`src/core/can_irq_consts.svh`:
```
`ifndef CAN_IRQ_CONSTS_SVH
`define CAN_IRQ_CONSTS_SVH

// Register byte offsets on the APB window
`define OFF_CTRL0     12'h000
`define OFF_CTRL1     12'h004
`define OFF_BTR0      12'h008
`define OFF_BTR1      12'h00C
`define OFF_RXFLG     12'h010
`define OFF_RXIEN     12'h014
`define OFF_TXFLG     12'h018
`define OFF_TXIEN     12'h01C
`define OFF_ACC_CTRL  12'h020
`define OFF_RXERR     12'h024
`define OFF_TXERR     12'h028
`define OFF_ACC_BASE  12'h040
`define OFF_MASK_BASE 12'h060
`define OFF_STATUS    12'h080

// Control register 0 fields
`define CTRL0_SOFT_RESET 0
`define CTRL0_SLEEP_REQ  1
`define CTRL0_SLEEP_ACK  2
`define CTRL0_TLINK_EN   3
`define CTRL0_RESET_VAL  8'h01

// Receive flag register fields; enable register uses the same positions
`define RXF_FULL    0
`define RXF_OVERRUN 1
`define RXF_BUSOFF  2
`define RXF_TXPASS  3
`define RXF_RXPASS  4
`define RXF_TXWARN  5
`define RXF_RXWARN  6
`define RXF_WAKEUP  7

// Error counter limits
`define WARN_LIMIT    9'd96
`define PASSIVE_LIMIT 9'd127
`define BUSOFF_LIMIT  9'd255

// Recessive bits needed to resynchronise after wakeup
`define RESYNC_BITS 4'd11

`endif

```
`src/core/can_irq_pkg.sv`:
```
package can_irq_pkg;
  // Operating mode of the controller
  typedef enum logic [1:0] {
    MODE_NORMAL = 2'b00,
    MODE_SLEEP = 2'b01,
    MODE_SOFTRST = 2'b10,
    MODE_PWRDN = 2'b11
  } mode_t;
endpackage

```
`src/core/can_irq_power_mode_ctrl.sv`:
```
`include "can_irq_consts.svh"
module can_irq_power_mode_ctrl #(
  parameter int ERR_W = 9
) (
  // Clock and reset
  input wire logic CLK,
  input wire logic RESET,
  // APB slave
  input wire logic PSEL,
  input wire logic PENABLE,
  input wire logic PWRITE,
  input wire logic [11:0] PADDR,
  input wire logic [31:0] PWDATA,
  output logic [31:0] PRDATA,
  output logic PREADY,
  output logic PSLVERR,
  // CPU state
  input wire logic CPU_STOP,
  // Protocol engine events
  input wire logic BIT_TICK,
  input wire logic EOF_DONE,
  input wire logic FRAME_ACCEPTED,
  input wire logic OWN_FRAME,
  input wire logic ENGINE_BUSY,
  input wire logic [2:0] TX_DONE,
  input wire logic [2:0] TX_ABORT_REQ,
  input wire logic RX_ERR_INC,
  input wire logic RX_ERR_DEC,
  input wire logic TX_ERR_INC,
  input wire logic TX_ERR_DEC,
  // CAN pins
  input wire logic CAN_RX,
  input wire logic ENGINE_TX,
  output logic CAN_TX,
  // Engine controls
  output logic ENGINE_HALT,
  output logic ENGINE_CLK_EN,
  output logic [2:0] TX_PENDING,
  output logic COPY_FG,
  output logic BUSOFF_COUNT_EN,
  // Interrupt vectors and timer link
  output logic IRQ_WAKEUP,
  output logic IRQ_ERROR,
  output logic IRQ_RX,
  output logic IRQ_TX,
  output logic TIMER_LINK
);
  initial begin
    if (ERR_W < 9 || ERR_W > 32) $error("ERR_W must lie between 9 and 32");
  end

  ////////////////////////////////////////////////////////////////////////
  // Register state
  logic [7:0] ctrl0_q, ctrl1_q, btr0_q, btr1_q, acc_ctrl_q, rxien_q;
  logic [2:0] txe_q, txien_q;
  logic [7:0] rxflg_q;
  logic [7:0] accept_q [8];
  logic [ERR_W-1:0] rx_err_q, tx_err_q;
  logic bg_full_q, resync_q, tlink_q;
  logic [3:0] recess_q;
  can_irq_pkg::mode_t mode;
  logic soft_reset, sleep_req, sleep_ack, powered;
  logic wr, rd, cfg_ok;
  logic [7:0] w8;

  assign soft_reset = ctrl0_q[`CTRL0_SOFT_RESET];
  assign sleep_req = ctrl0_q[`CTRL0_SLEEP_REQ];
  assign sleep_ack = ctrl0_q[`CTRL0_SLEEP_ACK];
  assign w8 = PWDATA[7:0];

  // Mode decode; cpu stop overrides every bit
  always_comb begin
    if (CPU_STOP) begin
      mode = can_irq_pkg::MODE_PWRDN;
    end else if (sleep_ack && !soft_reset) begin
      mode = can_irq_pkg::MODE_SLEEP;
    end else if (soft_reset) begin
      mode = can_irq_pkg::MODE_SOFTRST;
    end else begin
      mode = can_irq_pkg::MODE_NORMAL;
    end
  end

  assign powered = (mode != can_irq_pkg::MODE_PWRDN);
  // Bus accesses are dropped entirely while powered down
  assign wr = PSEL && PENABLE && PWRITE && powered;
  assign rd = PSEL && !PWRITE && powered;
  assign cfg_ok = soft_reset;

  ////////////////////////////////////////////////////////////////////////
  // APB answer: zero wait states, error on unmapped or power-down
  logic mapped;
  always_comb begin
    unique case (PADDR)
      `OFF_CTRL0, `OFF_CTRL1, `OFF_BTR0, `OFF_BTR1, `OFF_RXFLG, `OFF_RXIEN,
      `OFF_TXFLG, `OFF_TXIEN, `OFF_ACC_CTRL, `OFF_RXERR, `OFF_TXERR,
      `OFF_STATUS: mapped = 1'b1;
      default: mapped = (PADDR[11:5] == `OFF_ACC_BASE >> 5 ||
                         PADDR[11:5] == `OFF_MASK_BASE >> 5) && PADDR[4] == 1'b0 &&
                        PADDR[1:0] == 2'b00;
    endcase
  end
  assign PREADY = 1'b1;
  assign PSLVERR = PSEL && PENABLE && (!mapped || !powered);

  // Read data registered in the setup cycle
  always_ff @(posedge CLK) begin
    if (RESET) begin
      PRDATA <= 32'h0000_0000;
    end else if (rd && !PENABLE) begin
      PRDATA <= 32'h0000_0000;
      unique case (PADDR)
        `OFF_CTRL0: PRDATA[7:0] <= ctrl0_q;
        `OFF_CTRL1: PRDATA[7:0] <= ctrl1_q;
        `OFF_BTR0: PRDATA[7:0] <= btr0_q;
        `OFF_BTR1: PRDATA[7:0] <= btr1_q;
        `OFF_RXFLG: PRDATA[7:0] <= rxflg_q;
        `OFF_RXIEN: PRDATA[7:0] <= rxien_q;
        `OFF_TXFLG: PRDATA[2:0] <= txe_q;
        `OFF_TXIEN: PRDATA[2:0] <= txien_q;
        `OFF_ACC_CTRL: PRDATA[7:0] <= acc_ctrl_q;
        `OFF_RXERR: PRDATA[ERR_W-1:0] <= rx_err_q;
        `OFF_TXERR: PRDATA[ERR_W-1:0] <= tx_err_q;
        `OFF_STATUS: PRDATA[3:0] <= {resync_q, bg_full_q, mode};
        default: begin
          // Codes sit in entries 0 to 3, masks in entries 4 to 7
          if (PADDR[11:5] == `OFF_ACC_BASE >> 5 && !PADDR[4]) begin
            PRDATA[7:0] <= accept_q[{1'b0, PADDR[3:2]}];
          end else if (PADDR[11:5] == `OFF_MASK_BASE >> 5 && !PADDR[4]) begin
            PRDATA[7:0] <= accept_q[{1'b1, PADDR[3:2]}];
          end
        end
      endcase
    end
  end

  ////////////////////////////////////////////////////////////////////////
  // Configuration registers, writable only in soft reset
  always_ff @(posedge CLK) begin
    if (RESET) begin
      ctrl1_q <= 8'h00;
      btr0_q <= 8'h00;
      btr1_q <= 8'h00;
      acc_ctrl_q <= 8'h00;
    end else if (wr && cfg_ok) begin
      if (PADDR == `OFF_CTRL1) ctrl1_q <= w8;
      if (PADDR == `OFF_BTR0) btr0_q <= w8;
      if (PADDR == `OFF_BTR1) btr1_q <= w8;
      if (PADDR == `OFF_ACC_CTRL) acc_ctrl_q <= w8;
    end
  end

  // Acceptance code and mask bytes, one per loop entry
  for (genvar i = 0; i < 8; i++) begin : g_accept
    always_ff @(posedge CLK) begin
      if (RESET) begin
        accept_q[i] <= 8'h00;
      end else if (wr && cfg_ok && PADDR[4:2] == 3'(i % 4) &&
                   PADDR[11:5] == ((i < 4) ? `OFF_ACC_BASE >> 5 : `OFF_MASK_BASE >> 5)) begin
        accept_q[i] <= w8;
      end
    end
  end

  // Interrupt enables, writable in every mode but power-down
  always_ff @(posedge CLK) begin
    if (RESET) begin
      rxien_q <= 8'h00;
      txien_q <= 3'h0;
    end else if (wr) begin
      if (PADDR == `OFF_RXIEN) rxien_q <= w8;
      if (PADDR == `OFF_TXIEN) txien_q <= PWDATA[2:0];
    end
  end

  ////////////////////////////////////////////////////////////////////////
  // Sleep handshake and soft reset control
  logic traffic, bus_active;
  assign traffic = ENGINE_BUSY || (|(~txe_q));
  assign bus_active = !CAN_RX;

  always_ff @(posedge CLK) begin
    if (RESET) begin
      ctrl0_q <= `CTRL0_RESET_VAL;
    end else begin
      if (wr && PADDR == `OFF_CTRL0) begin
        ctrl0_q[`CTRL0_SOFT_RESET] <= w8[`CTRL0_SOFT_RESET];
        ctrl0_q[`CTRL0_TLINK_EN] <= w8[`CTRL0_TLINK_EN];
        // Early clear of the request is refused
        if (w8[`CTRL0_SLEEP_REQ] || sleep_ack) begin
          ctrl0_q[`CTRL0_SLEEP_REQ] <= w8[`CTRL0_SLEEP_REQ];
        end
      end
      if (!sleep_ack) begin
        // Enter only once idle, finishing current traffic
        if (sleep_req && !soft_reset && !traffic && powered) begin
          ctrl0_q[`CTRL0_SLEEP_ACK] <= 1'b1;
        end
      end else if (bus_active || !sleep_req || soft_reset ||
                   (wr && PADDR == `OFF_CTRL0 &&
                    (!w8[`CTRL0_SLEEP_REQ] || w8[`CTRL0_SOFT_RESET]))) begin
        ctrl0_q[`CTRL0_SLEEP_ACK] <= 1'b0;
        if (bus_active) ctrl0_q[`CTRL0_SLEEP_REQ] <= 1'b0;
      end
    end
  end

  // Engine gating: clocks stop in sleep and power-down
  assign ENGINE_CLK_EN = (mode == can_irq_pkg::MODE_NORMAL);
  assign ENGINE_HALT = soft_reset || !powered;
  assign CAN_TX = (mode == can_irq_pkg::MODE_NORMAL) && !resync_q ? ENGINE_TX : 1'b1;
  // Recovery count runs only with the engine clocked; resumes on wakeup
  assign BUSOFF_COUNT_EN = rxflg_q[`RXF_BUSOFF] && ENGINE_CLK_EN;

  // Resynchronise after wakeup: wait for eleven recessive bits
  always_ff @(posedge CLK) begin
    if (RESET) begin
      resync_q <= 1'b0;
      recess_q <= 4'h0;
    end else if (sleep_ack && mode == can_irq_pkg::MODE_SLEEP) begin
      resync_q <= 1'b1;
      recess_q <= 4'h0;
    end else if (resync_q && BIT_TICK) begin
      if (!CAN_RX) begin
        recess_q <= 4'h0;
      end else if (recess_q == `RESYNC_BITS - 4'd1) begin
        resync_q <= 1'b0;
      end else begin
        recess_q <= recess_q + 4'd1;
      end
    end
  end

  ////////////////////////////////////////////////////////////////////////
  // Error counters: only the protocol engine and soft reset move them
  logic running;
  assign running = ENGINE_CLK_EN && !soft_reset;
  always_ff @(posedge CLK) begin
    if (RESET || soft_reset) begin
      rx_err_q <= '0;
      tx_err_q <= '0;
    end else if (running) begin
      if (RX_ERR_INC && rx_err_q != '1) rx_err_q <= rx_err_q + 1'b1;
      else if (RX_ERR_DEC && rx_err_q != '0) rx_err_q <= rx_err_q - 1'b1;
      if (TX_ERR_INC && tx_err_q != '1) tx_err_q <= tx_err_q + 1'b1;
      else if (TX_ERR_DEC && tx_err_q != '0) tx_err_q <= tx_err_q - 1'b1;
    end
  end

  ////////////////////////////////////////////////////////////////////////
  // Receive path: background buffer and foreground copy
  logic rx_ok, copy_now, clr_rxf;
  logic [7:0] rx_cond, rx_set, rx_clr;
  assign rx_ok = running && !resync_q && EOF_DONE && FRAME_ACCEPTED && !OWN_FRAME;
  assign clr_rxf = wr && PADDR == `OFF_RXFLG;
  // Copy deferred while asleep; it runs on wakeup
  assign copy_now = bg_full_q && !rxflg_q[`RXF_FULL] && running;
  assign COPY_FG = copy_now;

  always_ff @(posedge CLK) begin
    if (RESET || soft_reset) begin
      bg_full_q <= 1'b0;
    end else if (rx_ok && !(bg_full_q && rxflg_q[`RXF_FULL])) begin
      bg_full_q <= 1'b1;
    end else if (copy_now) begin
      bg_full_q <= 1'b0;
    end
  end

  // Conditions that persist and events that set flags
  always_comb begin
    rx_cond = 8'h00;
    rx_cond[`RXF_RXWARN] = rx_err_q >= `WARN_LIMIT;
    rx_cond[`RXF_TXWARN] = tx_err_q >= `WARN_LIMIT;
    rx_cond[`RXF_RXPASS] = rx_err_q > `PASSIVE_LIMIT;
    rx_cond[`RXF_TXPASS] = tx_err_q > `PASSIVE_LIMIT;
    rx_cond[`RXF_BUSOFF] = tx_err_q > `BUSOFF_LIMIT;
    rx_set = rx_cond;
    rx_set[`RXF_FULL] = copy_now;
    rx_set[`RXF_OVERRUN] = rx_ok && bg_full_q && rxflg_q[`RXF_FULL];
    rx_set[`RXF_WAKEUP] = sleep_ack && bus_active && rxien_q[`RXF_WAKEUP];
    rx_clr = clr_rxf ? w8 : 8'h00;
  end

  // Write-one clears; a live condition or event wins
  always_ff @(posedge CLK) begin
    if (RESET) begin
      rxflg_q <= 8'h00;
    end else begin
      rxflg_q <= (rxflg_q & ~rx_clr) | rx_set;
    end
  end

  ////////////////////////////////////////////////////////////////////////
  // Transmit buffers: empty flags; clearing schedules a buffer
  logic [2:0] tx_clr, tx_set;
  assign tx_clr = (wr && PADDR == `OFF_TXFLG) ? PWDATA[2:0] : 3'h0;
  // Aborts only take effect while the engine runs
  assign tx_set = (running ? (TX_DONE | TX_ABORT_REQ) : 3'h0) | (soft_reset ? 3'h7 : 3'h0);
  always_ff @(posedge CLK) begin
    if (RESET) begin
      txe_q <= 3'h7;
    end else begin
      txe_q <= (txe_q & ~tx_clr) | tx_set;
    end
  end
  // Transmissions requested during sleep wait for wakeup
  assign TX_PENDING = running ? ~txe_q : 3'h0;

  ////////////////////////////////////////////////////////////////////////
  // Interrupt vectors
  logic [7:0] rx_act;
  assign rx_act = rxflg_q & rxien_q;
  assign IRQ_WAKEUP = rx_act[`RXF_WAKEUP];
  assign IRQ_ERROR = |rx_act[6:1];
  assign IRQ_RX = rx_act[`RXF_FULL];
  assign IRQ_TX = |(txe_q & txien_q);

  // Timer link pulse lasts until the next bit tick after any frame end, own or accepted or not
  always_ff @(posedge CLK) begin
    if (RESET) begin
      tlink_q <= 1'b0;
    end else if (running && EOF_DONE && ctrl0_q[`CTRL0_TLINK_EN]) begin
      tlink_q <= 1'b1;
    end else if (BIT_TICK) begin
      tlink_q <= 1'b0;
    end
  end
  assign TIMER_LINK = tlink_q;
endmodule

```
`config.mk`:
```
export PLATFORM = sky130hd
export DESIGN_NAME = can_irq_power_mode_ctrl
export DESIGN_NICKNAME = d
export VERILOG_FILES = /design/src/core/can_irq_pkg.sv /design/src/core/can_irq_power_mode_ctrl.sv
export VERILOG_INCLUDE_DIRS = /design/src /design/src/core
export SDC_FILE = /design/constraint.sdc
export NUM_CORES = 1
export LEC_CHECK = 0
export ABC_AREA = 1
export BUFFER_PORTS_ARGS = -buffer_cell sky130_fd_sc_hd__buf_2
export CAP_MARGIN = 20
export CELL_PAD_IN_SITES_DETAIL_PLACEMENT = 1
export CELL_PAD_IN_SITES_GLOBAL_PLACEMENT = 1
export CORE_UTILIZATION = 42
export DETAILED_ROUTE_END_ITERATION = 6
export MAX_ROUTING_LAYER = met4
export PLACE_DENSITY = 0.84
export SETUP_SLACK_MARGIN = 0.2
export SLEW_MARGIN = 5
export SYNTH_ARGS = -nofsm -noshare
export SYNTH_HDL_FRONTEND = slang
export SYNTH_SLANG_ARGS = --single-unit
```
`constraint.sdc`:
```
create_clock -name CLK -period 3.5 [get_ports CLK]
set_clock_uncertainty 0.2 [all_clocks]
set_input_delay 0.35 -clock CLK [delete_from_list [all_inputs] [get_ports CLK]]
set_output_delay 0.35 -clock CLK [all_outputs]
set_load 0.02 [all_outputs]
```
==> reports/results.txt, run 1 <==
The H-tree was split into 4 levels. The I/O pin count was 114. For this design the static power due to leakage is 3.84 nW.

The worst max-slew margin expressed relative to the limit is 56.7%. Measured on the finished design, the core utilization comes to 48.8%. The maximum frequency from static timing analysis is 374 MHz.

Port buffering added 65 buffers. The first global-routing pass estimated 43000 µm of wire. The worst setup path is launched from a primary input.

The logs give 7908 for the via count of the first global-routing pass and 0.00829 mm² for the area of the mapped netlist. After detailed routing, the number of remaining DRC violations is 0. After layout, the minimum clock period comes to 2.68 ns.

For this design, the CTS-stage hold fixing added 4 buffers. Number of cells on the worst reg-to-reg path: 13. The maximum resistive drop on vdd is 0.355 mV, and the post-layout total power is 4.22 mW.

The min-delay analysis places its worst path in the category in -> reg. The post-route cell area came out at 0.00947 mm². The final count of hold timing violations is 1, and the reg2reg setup slack is 0.85 ns. Measured along the x axis, the die boundary spans 143 µm.

The post-placement setup slack is 0.774 ns, and the max-slew violation total from the final report is 0. The mux contribution to synthesized area is 0%, and the number of warnings reported in the yosys synthesis log is 0. The first detailed-routing pass ran for 5 iterations.

After the first detailed-routing iteration, the DRC count stood at 547. The number of clock buffers inserted by TritonCTS was 17; the half-perimeter wire length after detailed placement was 20300 µm. The clock transition at the registers of the reported paths came out at 0.07 ns. Summing the areas of all compound-gate instances in the mapped netlist gives 13.9% of the synthesized area. The number of setup buffers added after CTS was 0. The checks that failed: negative hold slack.

Entering global routing, the biggest net connects 42 pins. Summing the sequential cell areas from Yosys gives 45.4% of the chip area. The die covers 0.0203 mm². The share of total power in sequential cells was 45.9%.

Dividing total power by cell area gives a power density of 446 mW/mm². After synthesis, the netlist uses 43 different library cells. Number of cells after detailed placement: 1402. The combinational family with the most area after synthesis is simple AND/OR/NAND/NOR gates.

After layout, the worst path uses 76.5% of the clock period. Data on the critical path is required at its endpoint by 2.95 ns. Counting instances, the worst hold path has a depth of 3. For this block, the via count after detailed routing is 7893.

The average wire length per cell after detail routing came out at 19.6 µm. The number of antenna diodes in the final layout is 0. The critical path buffer and inverter count came out at 3. Of all nets on the critical path, the largest fanout is 18. The cell-internal power is 3.15 mW, and the largest stage delay on the critical path is 0.42 ns. The finished layout holds 1438 standard cells, fillers aside.

Summing all placed instances gives a cell area of 0.00880 mm². The final total negative setup slack was 0 ns. The total clock sinks is 156, and the floorplan row count is 51. Of the total power, the clock network draws 47.6%. Setup repair after global routing left no endpoint under its margin. Synthesized area per cell: 7.61 µm². For this design, the slowest cell found on the critical path is sky130_fd_sc_hd__nor2_4.

In the post-route analysis, the smallest setup slack over all paths is 0.823 ns. From synthesis to final layout, the design area changed by 14.2%. The run gives -0.00684 ns as the worst hold margin. The worst setup path is captured at an output port. For the switching component of the power, the log shows 1.07 mW. At the pin with the least slew margin, the transition time is 0.649 ns. Leaving out fill and tap cells, the most frequent cell in the layout is sky130_fd_sc_hd__nand2_1.

Ratio of cells with drive above 1 in the final layout: 13.0%. The logs give 28200 µm for the total routed wirelength and 0 for the count of final setup violators. On the critical path the largest part of the delay comes from simple AND/OR/NAND/NOR gates. Data on the critical path arrives at its endpoint at 2.13 ns. The initial antenna violation count was 0. Across the run, the number of max-cap violations was 0.

The cell that appears most often on the critical path is sky130_fd_sc_hd__buf_2. Of the total synthesized cell area, the portion taken by AND, OR, NAND and NOR gates is 27.1%. At the end of routability-driven placement, the weighted congestion stood at 0.896.

Traced cell by cell, the critical path runs through buf_2 -> nor2_4 -> nand2_2 -> inv_2 -> nand2_1 -> nand4_1 -> nor2_1 -> nand3_1 -> a21oi_1 -> buf_2. The run finished, with violations left. In this run the remaining antenna-violating nets after routing total 0. For this run, the total global-route usage over all layers was measured as 29.5%. The run gives 42.7% as the initial standard-cell utilization of the core. The library cells used most frequently in the layout, excluding fill and tap cells, are sky130_fd_sc_hd__nand2_1, sky130_fd_sc_hd__nor2_1, sky130_fd_sc_hd__nand3_1. After global routing the overflow that remains totals 0. The core region is 0.0194 mm². Dividing the detail-routed via count by the number of cells gives 5.49. The synthesized netlist devotes 1.48% of its cell area to XOR and XNOR gates. TritonCTS built the clock tree. The share of total power consumed by net switching came out at 25.4%.

Type of the worst setup path: in -> out. Combinational logic burns 6.6% of the power. The number of logic stages on the critical path including buffering was 10; the total of flip-flops plus latches after synthesis was 156. The clock reaches the later pin of the worst-skew pair after 0.44 ns. The logs give 1089 for the instance count of the mapped netlist and 0.00385 mm² for the multi-input logic area. In this run, post-CTS repair resized a total of 0 instances. The longest clock path from root to sink contains 2 buffers. Summing all flip-flop and latch instances after layout gives 0.00376 mm². The synthesized netlist devotes 2.90% of its cell area to adder and majority cells. The die span in y came out at 143 µm. After filler insertion, the fill cell instance count of the layout stands at 2500. For the total number of nets in the final design, the log shows 1245. The cell sitting at the root of the clock tree is a sky130_fd_sc_hd__clkbuf_16.
## synth_stat cells
master,n,area [µm²]
sky130_fd_sc_hd__o211ai_1,3,22.5
sky130_fd_sc_hd__dfxtp_1,92,1840
sky130_fd_sc_hd__and3_1,1,6.26
sky130_fd_sc_hd__a31oi_1,4,25.0
sky130_fd_sc_hd__or2_2,4,25.0
sky130_fd_sc_hd__nand3_1,101,505
sky130_fd_sc_hd__nor2_4,6,67.6
sky130_fd_sc_hd__a41oi_1,1,8.76
sky130_fd_sc_hd__o21ai_0,97,485
sky130_fd_sc_hd__nor2_1,159,597
sky130_fd_sc_hd__nor3_1,6,30.0
sky130_fd_sc_hd__a21oi_1,96,480
sky130_fd_sc_hd__clkinv_1,8,30.0
sky130_fd_sc_hd__clkbuf_1,14,52.6
sky130_fd_sc_hd__ha_1,16,200
sky130_fd_sc_hd__a21oi_2,1,8.76
sky130_fd_sc_hd__fa_1,2,40.0
sky130_fd_sc_hd__buf_2,8,40.0
sky130_fd_sc_hd__o31ai_2,1,12.5
sky130_fd_sc_hd__nand2_1,200,751
sky130_fd_sc_hd__conb_1,2,7.51
sky130_fd_sc_hd__and2_1,4,25.0
sky130_fd_sc_hd__a21oi_4,1,16.3
sky130_fd_sc_hd__buf_6,3,33.8
sky130_fd_sc_hd__inv_1,91,342
sky130_fd_sc_hd__a211oi_1,2,15.0
sky130_fd_sc_hd__o21a_1,2,15.0
sky130_fd_sc_hd__inv_2,9,33.8
sky130_fd_sc_hd__nand4_1,20,125
sky130_fd_sc_hd__nand2_2,8,50.1
sky130_fd_sc_hd__o21ai_1,4,20.0
sky130_fd_sc_hd__nand3_2,1,10.0
sky130_fd_sc_hd__xnor2_1,6,52.6
sky130_fd_sc_hd__buf_1,1,3.75
sky130_fd_sc_hd__buf_4,30,225
sky130_fd_sc_hd__nor4_1,1,6.26
sky130_fd_sc_hd__edfxtp_1,64,1920
sky130_fd_sc_hd__nor2_2,6,37.5
sky130_fd_sc_hd__xor2_1,8,70.1
sky130_fd_sc_hd__a221oi_1,1,8.76
sky130_fd_sc_hd__o31ai_1,1,7.51
sky130_fd_sc_hd__nor4_2,1,12.5
sky130_fd_sc_hd__a21o_1,3,22.5
## layout make-up
type,count,area share [%]
clock buffer,17,4.49
clock inverter,15,2.14
inverter,108,4.28
multi-input combinational,791,40.6
sequential,156,39.7
tap,265,3.50
timing repair buffer,86,5.20
## metal layers
metal,global-route usage [%],wire [µm],vias up
met2,48.4,13600,259
met5,-,0,-
met3,5.28,1590,83
met4,15.2,1250,0
met1,34.7,11800,3826
li1,-,-,3725
## kinds of logic after synthesis
family,count (synthesis)
other,2
xor gates and xnor gates,14
buffers and inverters,164
AOI/OAI and AO/OA,217
adders and majority gates,18
and+or+nand+nor,518
DFF,156
## worst paths after layout
| kind | end | startpoint |
|---|---|---|
| setup / recovery | PSLVERR | PADDR[3] |
| setup reg to reg | rx_err_q[8]$_SDFFE_PP0P_ | rx_err_q[3]$_SDFFE_PP0P_ |
| hold / removal | txe_q[0]$_SDFF_PP1_ | TX_ABORT_REQ[0] |
| hold reg to reg | acc_ctrl_q[1]$_SDFFE_PP0P_ | acc_ctrl_q[1]$_SDFFE_PP0P_ |
## worst reg2reg max path, cell delays in order (launching register included)
cell and delay (ns):
sky130_fd_sc_hd__dfxtp_1 0.49, sky130_fd_sc_hd__nand2_1 0.10, sky130_fd_sc_hd__nor3_1 0.14, sky130_fd_sc_hd__nand3_1 0.09, sky130_fd_sc_hd__nand2_1 0.09, sky130_fd_sc_hd__inv_1 0.06, sky130_fd_sc_hd__fa_1 0.39, sky130_fd_sc_hd__o21ai_0 0.36
sky130_fd_sc_hd__nand2_1 0.11, sky130_fd_sc_hd__nand3_1 0.12, sky130_fd_sc_hd__xor2_1 0.20, sky130_fd_sc_hd__nand3_1 0.09, sky130_fd_sc_hd__nand2_1 0.08, sky130_fd_sc_hd__nor2_1 0.04
## flip-flops by register name, indices dropped and copies added, names as in the netlist
name and cells:
TIMER_LINK 1, txe_q 3, recess_q 4, ctrl0_q 4, ctrl1_q 8, rx_err_q 9
btr0_q 8, btr1_q 8, tx_err_q 9, accept_q 64, rxflg_q 8, bg_full_q 1
acc_ctrl_q 8, PRDATA 9, rxien_q 8, txien_q 3, resync_q 1
## power by group through the flow
stage                     clock network (mW)  logic (mW)  registers [mW]
after floorplan                            0       0.180            1.97
after global placement                     0       0.261            1.97
after detailed placement                   0       0.269            1.98
after CTS                               2.01       0.274            1.94
after global routing                    2.10       0.300            1.94
final                                   2.01       0.278            1.94
No activity file was read; power rests on OpenSTA's default activity.
==> inputs of run 2 (changes only) <==
==> constraint.sdc (replaced) <==
create_clock -name CLK -period 2.5 [get_ports CLK]
set_clock_uncertainty 0.2 [all_clocks]
set_input_delay 0.25 -clock CLK [delete_from_list [all_inputs] [get_ports CLK]]
set_output_delay 0.25 -clock CLK [all_outputs]
set_load 0.02 [all_outputs]
==> run 2 against run 1 <==
Net effect:
- the run now ends clean
- flip-flop and latch count unchanged
- worst hold slack better by 0.025 ns
- global-route usage up 2.8 points
- clock power up 31%
- sequential power up 40%
- cell area up 8.4%
- die area unchanged
- critical path depth unchanged
- routed wire length up 15%
- sequential share of layout area down 2.9 points
- register-to-register slack worse by 0.72 ns
- critical path type is now reg -> reg
==> reports/results.txt, run 2 (synthesis results as in run 1) <==
The maximum resistive drop on vdd is 0.500 mV (was 0.355 mV). The leading cell type in the layout, fill and taps excluded is sky130_fd_sc_hd__nand2_1 (unchanged). Die span in y: 143 µm (unchanged). The logs give 0.00378 mm² (was 0.00376 mm²) for the sequential cell area and 8534 (was 7893) for the via count of the routed design.

Multi-input logic area: 0.00413 mm² (was 0.00385 mm²). The final critical delay including setup and external delays is 2.37 ns, and the final total negative setup slack is 0 ns (unchanged). The logs give 17 (unchanged) for the number of clock buffers inserted by TritonCTS and 0 (unchanged) for the overflow left after global routing. The count of TritonRoute iterations in the first routing pass is 5 (unchanged).

The run gives 32.3% (was 29.5%) as the global-route usage over all layers. The final worst-path cycle share works out to 94.9%. The sort of element at the start of the critical path is a register (was a primary input). Via count of the first global-routing pass: 8554 (was 7908). Maximum clock insertion buffer count: 2 (unchanged). The total power divided by cell area is 566 mW/mm² (was 446 mW/mm²), and the number of DRC markers after the initial detailed-route iteration is 695 (was 547).

The register with the most flip-flops is accept_q (unchanged). The run gives 2.64 ns (was 2.95 ns) as the endpoint required time on the critical path. The I/O pin count was 114 (unchanged); the total number of nets in the final design was 1310 (was 1245). The floorplan row count is 51 (unchanged), and the CTS H-tree depth is 4 (unchanged). The run gives 2416 (was 2500) as the number of fill cells. The routed via count divided by cell count was 5.68 (was 5.49); the full die area was 0.0203 mm² (unchanged). The number of violations of the max-capacitance limit was 0 (unchanged). The initial standard-cell utilization of the core was 42.7% (unchanged).

The initial antenna violation count was 0 (unchanged); the leakage power summed over all cells was 4.15 nW (was 3.84 nW). Leading cell types in the layout, fill and taps excluded: sky130_fd_sc_hd__nand2_1, sky130_fd_sc_hd__nor2_1, sky130_fd_sc_hd__nand3_1 (unchanged). Number of antenna-violating nets in the routed design: 0 (unchanged). Static timing analysis puts the maximum clock frequency at 422 MHz. The total inserted antenna cells is 0 (unchanged).

The tools report the type of destination of the critical path as a register (was an output port). The total clock sinks is 156 (unchanged). Clock insertion delay at the later pin of the skew report: 0.44 ns (about the same).

Setup repair after global routing could not meet its margin everywhere. The clock transition at the registers of the reported paths was 0.07 ns (about the same); the number of DRC violations after detailed routing was 0 (unchanged). The routability-driven placement congestion ratio was 0.926 (was 0.896); the signal arrival time at the worst endpoint was 2.51 ns (was 2.13 ns). The flow ran to the end, and the final reports show no timing, DRC or antenna violations. The type of the worst setup path is reg -> reg (was in -> out).

The standard cell core area is 0.0194 mm² (unchanged). The post-placement setup slack came out at 0.0186 ns (was 0.774 ns). Signed area change from the synthesized netlist to the final layout: 23.9% (was 14.2%).

The max-slew violation total from the final report came out at 0 (unchanged). The cell at the root of the clock tree is sky130_fd_sc_hd__clkbuf_16 (unchanged). The tools report the maximum number of pins on one net before global-route repair as 42 (unchanged). The tools report the total routed wirelength as 32500 µm (was 28200 µm). The flip-flop count of the largest register, all copies and words added is 64 (unchanged), and the largest driver fanout on the critical path is 7 (was 18). The ratio of cells with drive above 1 in the final layout came out at 20.8% (was 13.0%). The horizontal extent of the die is 143 µm (unchanged). TritonCTS built the clock tree. The count of final setup violators came out at 0 (unchanged). The final count of hold timing violations came out at 0 (was 1).

The worst min-delay path category was in -> reg (unchanged). The average wire length per cell after detail routing is 21.6 µm (was 19.6 µm). The actual transition at the worst max-transition pin works out to 0.536 ns (was 0.649 ns). The tools report the worst hold margin as 0.0185 ns (was -0.00684 ns).

The half-perimeter wire length after detailed placement was 21000 µm (was 20300 µm); the worst max-slew margin expressed relative to the limit was 64.1% (was 56.7%). The first-pass GRT wire length was 47300 µm (was 43000 µm). The number of port buffers works out to 65 (unchanged).

The worst-case setup margin in the final layout came out at 0.128 ns (was 0.823 ns).
[run 2: cell count changes in the layout (fill, tap and decap cells not counted), moves of 8 or more]
cell / delta
sky130_fd_sc_hd__a21oi_1: -8
sky130_fd_sc_hd__buf_4: +51
sky130_fd_sc_hd__dfxtp_1: -11
sky130_fd_sc_hd__dfxtp_2: +9
sky130_fd_sc_hd__dlygate4sd3_1: +12
sky130_fd_sc_hd__ha_1: -9
sky130_fd_sc_hd__ha_4: +9
[run 2: report_power, final]
part	internal [mW]	switching, mW
Combinational	0.137	0.322
Clock	1.48	1.17
Sequential	2.69	0.0179
Total	4.31	1.51
[run 2: path summary, 6_finish.rpt]
check | start | to | slack, ns | depth (start not counted)
setup / recovery | tx_err_q[0]$_SDFFE_PP0P_ | tx_err_q[4]$_SDFFE_PP0P_ | 0.13 | 10
hold / removal | PWDATA[2] | ctrl1_q[2]$_SDFFE_PP0P_ | 0.02 | 3
setup reg to reg | tx_err_q[0]$_SDFFE_PP0P_ | tx_err_q[4]$_SDFFE_PP0P_ | 0.13 | 10
hold reg to reg | ctrl1_q[4]$_SDFFE_PP0P_ | ctrl1_q[4]$_SDFFE_PP0P_ | 0.25 | 2
[run 2: stage by stage]
stage          cell area [µm²]  util (%)  total power, mW  instances
2_1_floorplan             8390         -             3.02       1111
3_3_place_gp              9080      46.8             3.14       1436
3_5_place_dp              9080      46.8             3.16       1436
4_1_cts                   9970      51.4             5.77       1492
5_1_grt                  10300      52.9             5.95       1503
6_report                 10300      52.9             5.81       1503
[run 2: repair_timing]
action	4_1_cts	5_1_grt
hold endpoints to repair	16	0
gates cloned	0	0
hold buffers	16	0
endpoints found under the setup margin	10	17
resized for setup	23	52
setup buffers	8	11
pin swaps	10	22
[run 2: final cells by class]
class	instances	share of cell area, %
well taps	265	3.23
clock buffers	19	4.22
repair buffers	151	10.1
inverters	108	4.00
multi-input cells	791	40.2
clock inverters	13	1.40
flip-flops and latches	156	36.8
[run 2: worst max-delay path, stage by stage, from the launching register on]
cell and delay, ns:
sky130_fd_sc_hd__dfxtp_2 0.33, sky130_fd_sc_hd__nand4_1 0.18, sky130_fd_sc_hd__o31ai_4 0.30, sky130_fd_sc_hd__buf_6 0.22
sky130_fd_sc_hd__fa_2 0.26, sky130_fd_sc_hd__nand3_2 0.09, sky130_fd_sc_hd__nand2_4 0.10, sky130_fd_sc_hd__buf_4 0.11
sky130_fd_sc_hd__xor2_1 0.13, sky130_fd_sc_hd__o21ai_0 0.11, sky130_fd_sc_hd__a21oi_1 0.22
[run 2: per-layer routing]
| metal | part of all wire [%] | GRT usage [%] | vias up | routed length (µm) |
|---|---|---|---|---|
| li1 | - | - | 3847 | - |
| met5 | 0 | - | - | 0 |
| met4 | 4.0 | 15.2 | 0 | 1300 |
| met2 | 50 | 54.6 | 411 | 16300 |
| met1 | 40 | 37.4 | 4169 | 13000 |
| met3 | 6.1 | 5.32 | 107 | 1990 |
==> inputs of run 3 (changes only) <==
--- a/config.mk
+++ b/config.mk
@@ -6,15 +6,14 @@
 export SDC_FILE = /design/constraint.sdc
 export NUM_CORES = 1
 export LEC_CHECK = 0
-export ABC_AREA = 1
 export BUFFER_PORTS_ARGS = -buffer_cell sky130_fd_sc_hd__buf_2
 export CAP_MARGIN = 20
 export CELL_PAD_IN_SITES_DETAIL_PLACEMENT = 1
 export CELL_PAD_IN_SITES_GLOBAL_PLACEMENT = 1
-export CORE_UTILIZATION = 42
+export CORE_UTILIZATION = 45
 export DETAILED_ROUTE_END_ITERATION = 6
 export MAX_ROUTING_LAYER = met4
-export PLACE_DENSITY = 0.84
+export PLACE_DENSITY = 0.85
 export SETUP_SLACK_MARGIN = 0.2
 export SLEW_MARGIN = 5
 export SYNTH_ARGS = -nofsm -noshare
==> run 3 against run 2 <==
Net effect:
- the flow now finishes with violations (design-rule violations, negative setup slack)
- clock power hardly changed
- cell area rose by 3.5%
- sequential share of layout area down 1.1 points
- worst setup slack lost 0.22 ns
- core utilization is 5.8 points higher
- fmax decreased by 8.5%
- global-route usage up 2.8 points
==> reports/results.txt, run 3 <==
The flow ran to the end, but the final reports show violations. The final reports fail on design-rule violations, negative setup slack. The worst min-delay path category is in -> reg (unchanged). The average wire length per cell after detail routing was 27.7 µm (was 21.6 µm). The startpoint of the most critical register-to-register path is tx_err_q[0]$_SDFFE_PP0P_ (unchanged).

The flip-flop cell with the highest count after synthesis was sky130_fd_sc_hd__dfxtp_1 (unchanged). Most used standard cell by instance count after synthesis: sky130_fd_sc_hd__nor2_1 (was sky130_fd_sc_hd__nand2_1). The signed area change from the synthesized netlist to the final layout is 27.4% (was 23.9%).

The run gives 0 (unchanged) as the number of violations of the max-capacitance limit. The worst-path cell with the longest stage delay is sky130_fd_sc_hd__dfxtp_4 (was sky130_fd_sc_hd__dfxtp_2). The tools report the post-placement setup slack as -0.0840 ns (was 0.0186 ns). The post-layout total power is 5.89 mW (was 5.81 mW). The type of the worst setup path was reg -> reg (unchanged). The tools report the initial standard-cell utilization of the core as 46.1% (was 42.7%).

The largest driver fanout on the critical path is 7 (unchanged), and the worst max-slew margin expressed relative to the limit is 45.8% (was 64.1%). The tools report the number of clock buffers inserted by TritonCTS as 17 (unchanged). Cell at the root of the clock tree: sky130_fd_sc_hd__clkbuf_16 (unchanged). Instance count of the mapped netlist: 851 (was 1089). The maximum number of pins on one net before global-route repair was 39 (was 42); the synthesized area per cell was 9.80 µm² (was 7.61 µm²). The area of the mapped netlist was 0.00834 mm² (was 0.00829 mm²).

Top cell type by total area after synthesis: sky130_fd_sc_hd__edfxtp_1 (unchanged). The critical path buffer and inverter count was 1 (was 2). The run gives -0.09 ns (was 0.13 ns) as the reg2reg setup slack. Share of the yosys chip area belonging to registers: 45.1% (was 45.4%). The logs give 8387 (was 8554) for the via count of the first global-routing pass and 0.543 mV (was 0.500 mV) for the maximum resistive drop on vdd. The overflow left after global routing came out at 0 (unchanged). The proportion of power drawn by the clock network was 44.8% (was 45.5%). The maximum frequency from static timing analysis was 386 MHz (was 422 MHz); the number of DRC violations after detailed routing was 25 (was 0). The tools report the total number of nets in the final design as 1101 (was 1310).

The logs give 48900 µm (was 47300 µm) for the first-pass GRT wire length and 2.63 ns (was 2.64 ns) for the endpoint required time on the critical path. The tools report the origin of the worst setup path as tx_err_q[0]$_SDFFE_PP0P_ (unchanged). The total of flip-flops plus latches after synthesis works out to 156 (unchanged).

Final worst-path cycle share: 104% (was 94.9%). The combinational group share of total power came out at 9.4% (was 7.9%). Synth area leaders: sky130_fd_sc_hd__edfxtp_1, sky130_fd_sc_hd__dfxtp_1, sky130_fd_sc_hd__mux2i_1 (was sky130_fd_sc_hd__edfxtp_1, sky130_fd_sc_hd__dfxtp_1, sky130_fd_sc_hd__nand2_1). The share of total power in sequential cells was 45.7% (was 46.6%). The die span in y is 138 µm (was 143 µm), and the final critical delay including setup and external delays is 2.59 ns (was 2.37 ns). Ordered cell list for the critical path: nand4_1 -> o31ai_4 -> buf_12 -> ha_2 -> nand2_1 -> o211ai_1 -> o41ai_2 -> mux2i_1 -> xnor2_1 -> nor2_1 (was nand4_1 -> o31ai_4 -> buf_6 -> fa_2 -> nand3_2 -> nand2_4 -> buf_4 -> xor2_1 -> o21ai_0 -> a21oi_1). The run gives 0 (unchanged) as the final count of hold timing violations.

The standard cell core area is 0.0181 mm² (was 0.0194 mm²). Number of port buffers: 65 (unchanged). The leading cell type in the layout, fill and taps excluded was sky130_fd_sc_hd__buf_4 (was sky130_fd_sc_hd__nand2_1).

The tools report the global-route usage over all layers as 35.1% (was 32.3%). The maximum clock insertion buffer count was 2 (unchanged). Actual transition at the worst max-transition pin: 0.804 ns (was 0.536 ns).

The routability-driven placement congestion ratio was 0.973 (was 0.926); the I/O pin count was 114 (unchanged). The largest delay contributor family on the critical path was compound AO/OA/AOI/OAI gates (unchanged). The number of DRC markers after the initial detailed-route iteration was 1021 (was 695); the share of flip-flops with an asynchronous set or reset was 0% (unchanged). The flip-flop count of the largest register, all copies and words added is 64 (unchanged). The hold path endpoint is acc_ctrl_q[1]$_SDFFE_PP0P_ (was ctrl1_q[2]$_SDFFE_PP0P_). Share of total power consumed by net switching: 27.3% (was 25.9%). The run gives 1967 (was 2416) as the number of fill cells. The number of antenna-violating nets in the routed design came out at 0 (unchanged). The full die area came out at 0.0191 mm² (was 0.0203 mm²).

The tools report the startpoint of the lowest-slack hold path as PWDATA[1] (was PWDATA[2]). Most frequent cells after synthesis: sky130_fd_sc_hd__nor2_1, sky130_fd_sc_hd__dfxtp_1, sky130_fd_sc_hd__nand2_1, sky130_fd_sc_hd__edfxtp_1, sky130_fd_sc_hd__and2_1 (was sky130_fd_sc_hd__nand2_1, sky130_fd_sc_hd__nor2_1, sky130_fd_sc_hd__nand3_1, sky130_fd_sc_hd__o21ai_0, sky130_fd_sc_hd__a21oi_1). Number of logic stages on the critical path including buffering: 10 (unchanged). For the switching component of the power, the log shows 1.61 mW (was 1.51 mW). The total power divided by cell area was 554 mW/mm² (was 566 mW/mm²). The ratio of cells with drive above 1 in the final layout is 31.0% (was 20.8%).

The depth of the worst hold-timing path was 3 (unchanged); the floorplan row count was 49 (was 51). The signal arrival time at the worst endpoint was 2.72 ns (was 2.51 ns). Register with the most flip-flops: accept_q (unchanged). The run gives 1 (was 0) as the initial antenna violation count. The via count of the routed design came out at 8188 (was 8534).

The half-perimeter wire length after detailed placement was 19900 µm (was 21000 µm). The run gives 4.28 mW (was 4.31 mW) as the cell-internal power. Number of flops mapped to enable cells by yosys: 64 (unchanged). Clock transition at the registers of the reported paths: 0.07 ns (about the same).

Leading cell types in the layout, fill and taps excluded: sky130_fd_sc_hd__buf_4, sky130_fd_sc_hd__nor2_1, sky130_fd_sc_hd__nand2_1 (was sky130_fd_sc_hd__nand2_1, sky130_fd_sc_hd__nor2_1, sky130_fd_sc_hd__nand3_1). The total clock sinks came out at 156 (unchanged). The run gives 3.99 nW (was 4.15 nW) as the leakage power summed over all cells. The sequential cell area is 0.00379 mm² (was 0.00378 mm²). The share of the synthesized area in the top cell type was 23.0% (was 23.2%). The tools report the max-slew violation total from the final report as 0 (unchanged). The count of TritonRoute iterations in the first routing pass came out at 7 (was 5). The sort of element at the start of the critical path is a register (unchanged). The routed via count divided by cell count is 6.50 (was 5.68). The number of warnings reported in the yosys synthesis log came out at 0 (unchanged).

The run gives 0.00455 mm² (was 0.00413 mm²) as the multi-input logic area. The type of destination of the critical path is a register (unchanged). The capture point of the worst reg-to-reg path was tx_err_q[8]$_SDFFE_PP0P_ (was tx_err_q[4]$_SDFFE_PP0P_). The total routed wirelength was 34900 µm (was 32500 µm). Largest stage delay on the critical path: 0.34 ns (was 0.33 ns).

The count of final setup violators is 3 (was 0). The clock insertion delay at the later pin of the skew report came out at 0.45 ns (was 0.44 ns). Setup repair after global routing could not meet its margin everywhere.

The logs give 4 (unchanged) for the CTS H-tree depth and 70 (was 43) for the count of unique library cells instantiated by Yosys. The worst-case setup margin in the final layout is -0.0937 ns (was 0.128 ns), and the horizontal extent of the die is 138 µm (was 143 µm). TritonCTS built the clock tree. The number of cells on the worst reg-to-reg path was 10 (unchanged).
==> run 3: cell types whose count changed after synthesis, moves of 10 or more <==
cell,previous run,this run
sky130_fd_sc_hd__nand3_1,101,13
sky130_fd_sc_hd__inv_1,91,15
sky130_fd_sc_hd__mux4_2,0,18
sky130_fd_sc_hd__a21oi_1,96,53
sky130_fd_sc_hd__xnor2_1,6,16
sky130_fd_sc_hd__nand2_1,200,89
sky130_fd_sc_hd__mux2i_1,0,55
sky130_fd_sc_hd__o21ai_0,97,21
sky130_fd_sc_hd__nor2_1,159,99
sky130_fd_sc_hd__clkbuf_1,14,29
sky130_fd_sc_hd__nor3_1,6,19
sky130_fd_sc_hd__a22oi_1,0,15
sky130_fd_sc_hd__and2_1,4,61
==> run 3: timing repair <==
item                       4_1_cts  5_1_grt
resized for setup               32       26
cloned                           0        0
hold buffers                    11        0
pin swaps                       21       21
setup endpoints to repair       11       16
buffers inserted                13       16
hold endpoints to repair         8        0
==> run 3: how the worst max path moves through the flow <==
stage	endpoint	slack, ns
after floorplan	accept_q[5][0]$_SDFFCE_PN0P_	-0.06
after global placement	tx_err_q[8]$_SDFFE_PP0P_	-0.06
after detailed placement	rx_err_q[8]$_SDFFE_PP0P_	-0.08
after CTS	rx_err_q[8]$_SDFFE_PP0P_	-0.02
after global routing	tx_err_q[8]$_SDFFE_PP0P_	-0.22
final	tx_err_q[8]$_SDFFE_PP0P_	-0.09
==> run 3: metal layers <==
layer | GRT usage, % | vias to the layer above | wire length [µm] | share of wire (%)
met5 | - | - | 0 | 0
met4 | 17.8 | 0 | 2200 | 6.3
met3 | 8.97 | 221 | 3630 | 10
met2 | 56.7 | 614 | 16400 | 47
met1 | 40.5 | 3986 | 12600 | 36
li1 | - | 3367 | - | -
==> run 3: per-stage QoR <==
| step | setup TNS [ns] | utilization [%] | instances | instance area [µm²] | hold WS [ns] |
|---|---|---|---|---|---|
| detailed placement | -0.447 | 52.1 | 1186 | 9430 | 0.249 |
| global placement | -0.0596 | 52.1 | 1186 | 9430 | 0.239 |
| floorplan | -1.43 | - | 873 | 8540 | 0.190 |
| global route | -0.715 | 58.8 | 1259 | 10600 | 0.0556 |
| CTS | -0.0159 | 57.5 | 1242 | 10400 | 0.00136 |
| finish | -0.130 | 58.8 | 1259 | 10600 | 0.0510 |
==> run 3: cell families (layout without fill, tap and decap cells) <==
family / Yosys count / count (layout) / share of synthesized area, %
AOI/OAI and AO/OA: 144 / 144 / 10.8
xor gates and xnor gates: 19 / 19 / 2.00
adders and majority gates: 18 / 18 / 2.88
buffers and inverters: 82 / 238 / 5.04
DFF: 156 / 156 / 45.1
muxes: 76 / 76 / 11.9
other: 2 / 25 / 0.0901
and+or+nand+nor: 354 / 354 / 22.1
==> run 3: power by group through the flow <==
stage	combinational [mW]	sequential [mW]	clock (mW)
floorplan	0.288	2.75	0
global placement	0.442	2.75	0
detailed placement	0.457	2.75	0
CTS	0.507	2.69	2.61
global route	0.571	2.70	2.72
finish	0.556	2.69	2.64
==> run 3: area by class of cell <==
class                   count  share of cell area [%]
diodes                      1                  0.0235
clock buffers              17                    4.00
clock inverters            15                    1.46
inverters                  16                   0.636
multi-input cells         635                    42.8
flip-flops and latches    156                    35.7
well taps                 229                    2.70
repair buffers            190                    12.7
==> run 3: worst min-delay path, cell delays in order <==
cell and delay (ns):
sky130_fd_sc_hd__buf_2 0.21, sky130_fd_sc_hd__nand2_1 0.11, sky130_fd_sc_hd__a21oi_1 0.07
